`src/lcd_cmd_pkg.sv`:
```
// Package: bus codes, status layout and sizes for the LCD host command block.
// Assumes a single synchronous clock domain in the user of it.
package lcd_cmd_pkg;
  localparam logic [7:0] CODE_DUTY = 8'hA8;
  localparam logic [7:0] CODE_DUTY_MASK = 8'hFE;
  localparam logic [7:0] CODE_MAP = 8'hA0;
  localparam logic [7:0] CODE_DISP = 8'hAE;
  localparam logic [7:0] CODE_PAGE = 8'hB8;
  localparam logic [7:0] CODE_PAGE_MASK = 8'hFC;
  localparam logic [7:0] CODE_COL_MASK = 8'h80;
  localparam logic [7:0] CODE_RMW = 8'hE0;
  localparam logic [7:0] CODE_END = 8'hEE;
  localparam logic [7:0] CODE_SWRESET = 8'hE2;
  localparam int STAT_BUSY = 7;
  localparam int STAT_MAP = 6;
  localparam int STAT_OFF = 5;
  localparam int STAT_RESET = 4;
  localparam logic [3:0] STAT_LOW_ZERO = 4'h0;
  localparam int PAGES = 4;
  localparam int COLUMNS = 80;
  localparam logic [6:0] COL_LAST = 7'h4F;
  localparam logic [6:0] COL_ZERO = 7'h00;
  localparam logic [1:0] PAGE_SWRESET = 2'h3;
  localparam logic [4:0] LINE_ZERO = 5'h00;
  localparam int RESET_BUSY_CYCLES = 16;
  localparam int CMD_BUSY_CYCLES = 2;
  localparam logic [4:0] DUTY_ROWS_16 = 5'h0F;
  localparam logic [4:0] DUTY_ROWS_32 = 5'h1F;
endpackage

```
`src/lcd_row_scan.sv`:
```
// Row scan counter: wraps at 16 or 32 rows per frame.
// Assumes line_clock and frame_signal already synchronised to clock_in.
`timescale 1ns/1ps
`default_nettype none
module lcd_row_scan
  import lcd_cmd_pkg::*;
(
  input wire logic clock_in,
  input wire logic rst_in,
  input wire logic duty32_in,
  input wire logic line_step_in,
  input wire logic frame_start_in,
  output logic [4:0] row_out
);
  logic [4:0] last_row;

  // Segment-only builds keep duty32 low; the master's frame restarts rows
  assign last_row = duty32_in ? DUTY_ROWS_32 : DUTY_ROWS_16;

  always_ff @(posedge clock_in or posedge rst_in)
  begin
    if (rst_in)
      row_out <= 5'h00;
    else if (frame_start_in)
      row_out <= 5'h00;
    else if (line_step_in)
      row_out <= (row_out == last_row) ? 5'h00 : row_out + 5'h01;
  end
endmodule
`default_nettype wire

```
`src/lcd_host_command_status.sv`:
```
// Host command, status and display memory port of the LCD driver.
// Assumes bus strobes from pins, synchronised here; one clock domain.
`timescale 1ns/1ps
`default_nettype none
module lcd_host_command_status
  import lcd_cmd_pkg::*;
#(
  parameter bit SEGMENT_ONLY = 1'b0
)
(
  input wire logic clock_in,
  input wire logic rst_in,
  input wire logic cmd_data_sel_in,
  input wire logic read_n_in,
  input wire logic write_n_in,
  input wire logic [7:0] data_in,
  output logic [7:0] data_out,
  output logic data_oe_out,
  input wire logic frame_signal_in,
  input wire logic line_clock_in,
  output logic duty32_out,
  output logic map_inverted_out,
  output logic display_on_out,
  output logic [4:0] start_line_out,
  output logic [4:0] row_out,
  output logic busy_out
);
  logic [1:0] sel_sync_reg, rd_sync_reg, wr_sync_reg, fr_sync_reg, cl_sync_reg;
  logic [7:0] data_s1_reg, data_s2_reg;
  logic rd_prev_reg, wr_prev_reg, fr_prev_reg, cl_prev_reg;
  logic rd_edge, wr_edge, ctrl_wr, data_wr, ctrl_rd, data_rd;
  logic duty_reg, map_reg, disp_reg, rmw_reg;
  logic [4:0] line_reg;
  logic [1:0] page_reg;
  logic [6:0] col_reg, col_saved_reg, col_inc;
  logic [7:0] latch_reg;
  logic [7:0] mem_reg [PAGES*COLUMNS];
  logic [4:0] busy_cnt_reg;
  logic in_reset_reg;
  logic [8:0] mem_idx;

  // Pins cross into the clock domain through two flops each
  always_ff @(posedge clock_in or posedge rst_in)
  begin
    if (rst_in)
    begin
      sel_sync_reg <= 2'h0;
      rd_sync_reg <= 2'h3;
      wr_sync_reg <= 2'h3;
      fr_sync_reg <= 2'h0;
      cl_sync_reg <= 2'h0;
      data_s1_reg <= 8'h00;
      data_s2_reg <= 8'h00;
      rd_prev_reg <= 1'b1;
      wr_prev_reg <= 1'b1;
      fr_prev_reg <= 1'b0;
      cl_prev_reg <= 1'b0;
    end
    else
    begin
      sel_sync_reg <= {sel_sync_reg[0], cmd_data_sel_in};
      rd_sync_reg <= {rd_sync_reg[0], read_n_in};
      wr_sync_reg <= {wr_sync_reg[0], write_n_in};
      fr_sync_reg <= {fr_sync_reg[0], frame_signal_in};
      cl_sync_reg <= {cl_sync_reg[0], line_clock_in};
      data_s1_reg <= data_in;
      data_s2_reg <= data_s1_reg;
      rd_prev_reg <= rd_sync_reg[1];
      wr_prev_reg <= wr_sync_reg[1];
      fr_prev_reg <= fr_sync_reg[1];
      cl_prev_reg <= cl_sync_reg[1];
    end
  end

  // Act on strobe falling edge, status read for as long as the strobe is low; a host ignoring busy is simply dropped
  assign rd_edge = rd_prev_reg & ~rd_sync_reg[1] & wr_sync_reg[1];
  assign wr_edge = wr_prev_reg & ~wr_sync_reg[1] & rd_sync_reg[1];
  assign ctrl_wr = wr_edge & ~sel_sync_reg[1] & ~busy_out;
  assign data_wr = wr_edge & sel_sync_reg[1] & ~busy_out;
  assign ctrl_rd = ~rd_sync_reg[1] & wr_sync_reg[1]
    & ~sel_sync_reg[1];
  assign data_rd = rd_edge & sel_sync_reg[1] & ~busy_out;
  assign col_inc = (col_reg == COL_LAST) ? COL_ZERO : col_reg + 7'h01;
  assign mem_idx = 9'(page_reg * COLUMNS) + 9'(col_reg);

  // Busy covers reset and each accepted command
  always_ff @(posedge clock_in or posedge rst_in)
  begin
    if (rst_in)
    begin
      busy_cnt_reg <= 5'(RESET_BUSY_CYCLES);
      in_reset_reg <= 1'b1;
    end
    else if (busy_cnt_reg != 5'h00)
      busy_cnt_reg <= busy_cnt_reg - 5'h01;
    else if (ctrl_wr | data_wr | data_rd)
      busy_cnt_reg <= 5'(CMD_BUSY_CYCLES);
    else
      in_reset_reg <= 1'b0;
  end
  assign busy_out = (busy_cnt_reg != 5'h00) | in_reset_reg;

  // Control registers
  always_ff @(posedge clock_in or posedge rst_in)
  begin
    if (rst_in)
    begin
      duty_reg <= 1'b0;
      map_reg <= 1'b0;
      disp_reg <= 1'b0;
      line_reg <= LINE_ZERO;
      page_reg <= 2'h0;
    end
    else if (ctrl_wr)
    begin
      if (!SEGMENT_ONLY && (data_s2_reg & CODE_DUTY_MASK) == CODE_DUTY)
        duty_reg <= data_s2_reg[0];
      if ((data_s2_reg & CODE_DUTY_MASK) == CODE_MAP)
        map_reg <= data_s2_reg[0];
      if ((data_s2_reg & CODE_DUTY_MASK) == CODE_DISP)
        disp_reg <= data_s2_reg[0];
      if ((data_s2_reg & CODE_PAGE_MASK) == CODE_PAGE)
        page_reg <= data_s2_reg[1:0];
      if (data_s2_reg == CODE_SWRESET)
      begin
        line_reg <= LINE_ZERO;
        page_reg <= PAGE_SWRESET;
      end
    end
  end

  // Column pointer and read-modify-write
  always_ff @(posedge clock_in or posedge rst_in)
  begin
    if (rst_in)
    begin
      col_reg <= COL_ZERO;
      col_saved_reg <= COL_ZERO;
      rmw_reg <= 1'b0;
    end
    else if (ctrl_wr)
    begin
      if ((data_s2_reg & CODE_COL_MASK) == 8'h00
        && data_s2_reg[6:0] <= COL_LAST)
        col_reg <= data_s2_reg[6:0];
      if (data_s2_reg == CODE_RMW)
      begin
        rmw_reg <= 1'b1;
        col_saved_reg <= col_reg;
      end
      if (data_s2_reg == CODE_END && rmw_reg)
      begin
        rmw_reg <= 1'b0;
        col_reg <= col_saved_reg;
      end
    end
    else if (data_wr | (data_rd & ~rmw_reg))
      col_reg <= col_inc;
  end

  // Memory has no reset: its content survives soft reset
  always_ff @(posedge clock_in)
  begin
    if (data_wr)
      mem_reg[mem_idx] <= data_s2_reg;
  end

  // Output latch and bus driver
  always_ff @(posedge clock_in or posedge rst_in)
  begin
    if (rst_in)
    begin
      latch_reg <= 8'h00;
      data_out <= 8'h00;
      data_oe_out <= 1'b0;
    end
    else
    begin
      if (data_rd)
      begin
        data_out <= latch_reg;
        latch_reg <= mem_reg[mem_idx];
      end
      else if (ctrl_rd)
        data_out <= {busy_out, map_reg, ~disp_reg, in_reset_reg,
          STAT_LOW_ZERO};
      data_oe_out <= ~rd_sync_reg[1] & wr_sync_reg[1];
    end
  end

  lcd_row_scan u_row_scan (
    .clock_in(clock_in),
    .rst_in(rst_in),
    .duty32_in(duty_reg),
    .line_step_in(cl_sync_reg[1] & ~cl_prev_reg),
    .frame_start_in(fr_sync_reg[1] & ~fr_prev_reg),
    .row_out(row_out)
  );

  assign duty32_out = duty_reg;
  assign map_inverted_out = map_reg;
  assign display_on_out = disp_reg;
  assign start_line_out = line_reg;

  a_duty_load: assert property (@(posedge clock_in) disable iff (rst_in)
    ctrl_wr && !SEGMENT_ONLY && (data_s2_reg & CODE_DUTY_MASK) == CODE_DUTY
    |=> duty_reg == $past(data_s2_reg[0]))
    else $error("duty bit not loaded");
  a_status_low: assert property (@(posedge clock_in) disable iff (rst_in)
    ctrl_rd && !data_rd |=> data_out[3:0] == STAT_LOW_ZERO)
    else $error("status low nibble not zero");
  a_busy_cmd: assert property (@(posedge clock_in) disable iff (rst_in)
    ctrl_wr |=> busy_out [*2])
    else $error("busy not held after command");
  a_status_off: assert property (@(posedge clock_in) disable iff (rst_in)
    ctrl_rd && !data_rd |=> data_out[STAT_OFF] == ~$past(disp_reg))
    else $error("display off flag wrong");
  a_write_col: assert property (@(posedge clock_in) disable iff (rst_in)
    data_wr |=> col_reg == $past(col_inc))
    else $error("column not advanced on write");
  a_rmw_hold: assert property (@(posedge clock_in) disable iff (rst_in)
    data_rd && rmw_reg |=> $stable(col_reg))
    else $error("column moved on rmw read");
  a_end_restore: assert property (@(posedge clock_in) disable iff (rst_in)
    ctrl_wr && data_s2_reg == CODE_END && rmw_reg
    |=> col_reg == $past(col_saved_reg) && !rmw_reg)
    else $error("column not restored");
  a_soft_reset: assert property (@(posedge clock_in) disable iff (rst_in)
    ctrl_wr && data_s2_reg == CODE_SWRESET
    |=> page_reg == PAGE_SWRESET && line_reg == LINE_ZERO)
    else $error("soft reset values wrong");
  a_read_latch: assert property (@(posedge clock_in) disable iff (rst_in)
    data_rd |=> data_out == $past(latch_reg))
    else $error("read did not return old latch");
  a_seg_duty_off: assert property (@(posedge clock_in) disable iff (rst_in)
    SEGMENT_ONLY |-> !duty_reg)
    else $error("duty bit set in segment-only build");
endmodule
`default_nettype wire

```
`config.mk`:
```
export PLATFORM = sky130hd
export DESIGN_NAME = lcd_host_command_status
export DESIGN_NICKNAME = d
export VERILOG_FILES = /design/src/lcd_cmd_pkg.sv /design/src/lcd_row_scan.sv /design/src/lcd_host_command_status.sv
export SDC_FILE = /design/constraint.sdc
export NUM_CORES = 2
export LEC_CHECK = 0
export BUFFER_PORTS_ARGS = -buffer_cell sky130_fd_sc_hd__buf_2
export CORE_MARGIN = 2
export CORE_UTILIZATION = 63
export CTS_CLUSTER_DIAMETER = 100
export DETAILED_ROUTE_END_ITERATION = 12
export PLACE_DENSITY = 0.79
export SKIP_CTS_REPAIR_TIMING = 1
export SYNTH_ARGS = -nofsm -noshare
export SYNTH_HDL_FRONTEND = slang
export SYNTH_SLANG_ARGS = --single-unit
```
`constraint.sdc`:
```
create_clock -name clock_in -period 7.3 [get_ports clock_in]
set_clock_uncertainty 0.05 [all_clocks]
set_input_delay 0.365 -clock clock_in [delete_from_list [all_inputs] [get_ports clock_in]]
set_output_delay 0.365 -clock clock_in [all_outputs]
set_load 0.1 [all_outputs]
```
==> flow_metrics.tcl <==
set metrics [dict create \
    critPathRequiredTime_ps 7780 \
    worst_pin_slew_ps 1490 \
    avgSynthCellArea_sq_um 21.6 \
    powerDensity_nw_per_um2 327 \
    vias_per_cell 7.21 \
    detail_route.iter0.violations 8752 \
    p_leak_nw 35.2 \
    max_stage_delay_ps 1160 \
    clkSinkCount 2638 \
    post-route-period-util 0.722 \
    firstDrtPassIters 8 \
    cts_buffers 238 \
    wirelength_um 266000 \
    ctsRootBufferMaster "clkbuf_16" \
    crit_buf_inv 1 \
    worst_setup_path_end_kind "flip-flop" \
    rows 148 \
    cp_slowest_cell "nor2_2" \
    startpoint_type "flip-flop" \
    die_width_um 408 \
    report.final.slew_viol_count 0 \
    area_delta_synth_final_pct 9.87 \
    ctsHtreeMaxLevel 4 \
    status "complete, but fails checks" \
    grt_pass1_vias 51925 \
    fin_nets 4865 \
    grt_usage 0.324 \
    clk_pin_slew_ps 70 \
    synth_edf_count 2560 \
    layout_common_cells "edfxtp_1, mux4_2, nor2_1" \
    cpLargestDelayFamily "simple AND/OR/NAND/NOR gates" \
    largest_register_ffs 2560 \
    vias 52047 \
    ys.warnings.count 0 \
    setup_tns_ps 0 \
    coreArea_sq_um 162000 \
    violations "max-capacitance violations" \
    final.min_clock_period_ps 5270 \
    globalRoute.totalOverflow 0 \
    final_util 0.696 \
    drive_gt1_frac 0.247 \
    hpwl_um 148000 \
    grt_pass1_wl_um 382000 \
    hold_violations 0 \
    clockBufferDepth 3 \
    crit_chain "ha_2 > fa_1 > buf_4 > nor2_2 > nand3_1 > nor2_1" \
    path_max_fanout 24 \
    io_buffers 32 \
    wire_per_inst_um 36.9 \
    antenna_found_initial 4 \
    synth-main-ff-cell "edfxtp_1" \
    dieArea_sq_um 166000 \
    crit_type "reg -> reg" \
    max_slew_margin 0.00528 \
    p_total_mw 36.9 \
    dieHeight_um 408 \
    syn_inst 4754 \
    drc 0 \
    ys_ff_latch 2638 \
    ys_types 78 \
    setup_viol 0 \
    ys_async_sr_fraction 0.0296 \
    worstHoldPathType "in -> reg" \
    yosysSeqAreaShare 0.767 \
    maxCapViolCount 1 \
    antenna_left 0 \
    gp_congestion 0.932 \
    layout_commonest_cell "edfxtp_1" \
    io_pins 38 \
    vdd_drop_max_uv 421 \
    rsz0062_at_grt "false" \
    grt_max_degree 180 \
    cts_tree "built" \
    cp.arrival_ps 5750 \
    clock_latency_ps 910 \
    fmax_mhz 190 \
    synth_area_sq_um 103000 \
    start_util 0.633 \
]
-- synth_stat cells, types with 3 or more instances --
cell	instances	area (sq um)
o211ai_1	3	22.5
buf_6	35	394
dfstp_2	8	210
nand2_1	172	646
xnor2_1	3	26.3
clkbuf_1	100	375
a22o_1	12	105
o21ai_0	34	170
a31oi_1	16	100
nor2_1	363	1360
o22ai_1	8	50.1
buf_12	3	60.1
a2111oi_0	8	70.1
ha_1	10	125
nor4_1	5	31.3
and3_1	15	93.8
mux2i_1	115	1150
a41oi_1	5	43.8
xor2_1	4	35.0
nand4_1	23	144
a21oi_1	28	140
and2_1	13	81.3
nor3_1	18	90.1
a22oi_1	48	360
a32oi_1	27	236
mux2_2	17	191
o32a_1	3	30.0
nand2b_1	16	100
nand3_1	48	240
a32o_1	4	40.0
buf_4	71	533
mux4_2	698	15700
buf_1	8	30.0
a211oi_1	13	97.6
buf_2	71	355
dfrtp_1	70	1750
a221oi_1	8	70.1
a21o_1	3	22.5
nor2b_1	20	125
edfxtp_1	2560	76900
inv_1	20	75.1
nand3b_1	3	22.5
-- cells by family after synthesis --
family                     count (synthesis)  synth area share
DFF                                     2638             0.767
muxes                                    830             0.166
and+or+nand+nor                          710            0.0299
buffers and inverters                    315            0.0183
AOI/OAI and AO/OA                        242            0.0171
adders and majority gates                 11           0.00141
xor gates and xnor gates                   7          0.000596
other                                      1         0.0000365
-- cell type report --
type                    count  area, sq um
diodes                      3         7.51
clock buffers             283         6230
clock inverters           159         1680
fillers                  9076        49400
inverters                  24          104
multi-input cells        1805        22300
flip-flops and latches   2638        78900
well taps                2175         2720
repair buffers            132         1100
-- power breakdown --
part | switching (mW) | total [mW] | internal, mW | leakage, nW
logic | 3.99 | 7.37 | 3.38 | 7.34
registers | 0.231 | 16.9 | 16.7 | 24.0
clock network | 5.62 | 12.6 | 7.03 | 3.87
total | 9.84 | 36.9 | 27.1 | 35.2
-- worst paths after layout --
kind | startpoint | end | slack (ps) | cells past startpoint
max | col_reg[4]$_DFFE_PP0P_ | mem_reg[79][4]$_DFFE_PP_ | 2030 | 6
min in group asynchronous | rst_in | data_s1_reg[5]$_DFF_PP0_ | 450 | 4
min reg2reg | cl_sync_reg[0]$_DFF_PP0_ | cl_sync_reg[1]$_DFF_PP0_ | 300 | 0
max reg2reg | col_reg[4]$_DFFE_PP0P_ | mem_reg[79][4]$_DFFE_PP_ | 2030 | 6
max in group asynchronous | rst_in | col_reg[3]$_DFFE_PP0P_ | 5500 | 5
min | read_n_in | rd_sync_reg[0]$_DFF_PP1_ | 60 | 2
-- metal layers --
layer,wire length (um),GRT usage
met3,35300,0.0874
met2,124000,0.489
met4,15900,0.164
met1,91100,0.445
met5,58,0
-- per-stage QoR --
stage / std cells / area, sq um / hold slack [ps] / worst slack, ps
final: 7219 / 113000 / 64.8 / 2030
after global routing: 7216 / 113000 / 48.3 / 2100
after CTS: 7201 / 113000 / -701 / 2240
after detailed placement: 6759 / 105000 / 265 / 2250
after global placement: 6758 / 105000 / 258 / 2100
after floorplan: 4758 / 103000 / 281 / 1220
-- worst register-to-register path: cells and delay by family, from the launching register on --
kind          cells  cell delay, ps
simple gates      3            3400
fa+ha+maj         2             670
buf+inv           1             290
flops             1             480
Power figures use the tool's default switching activity.
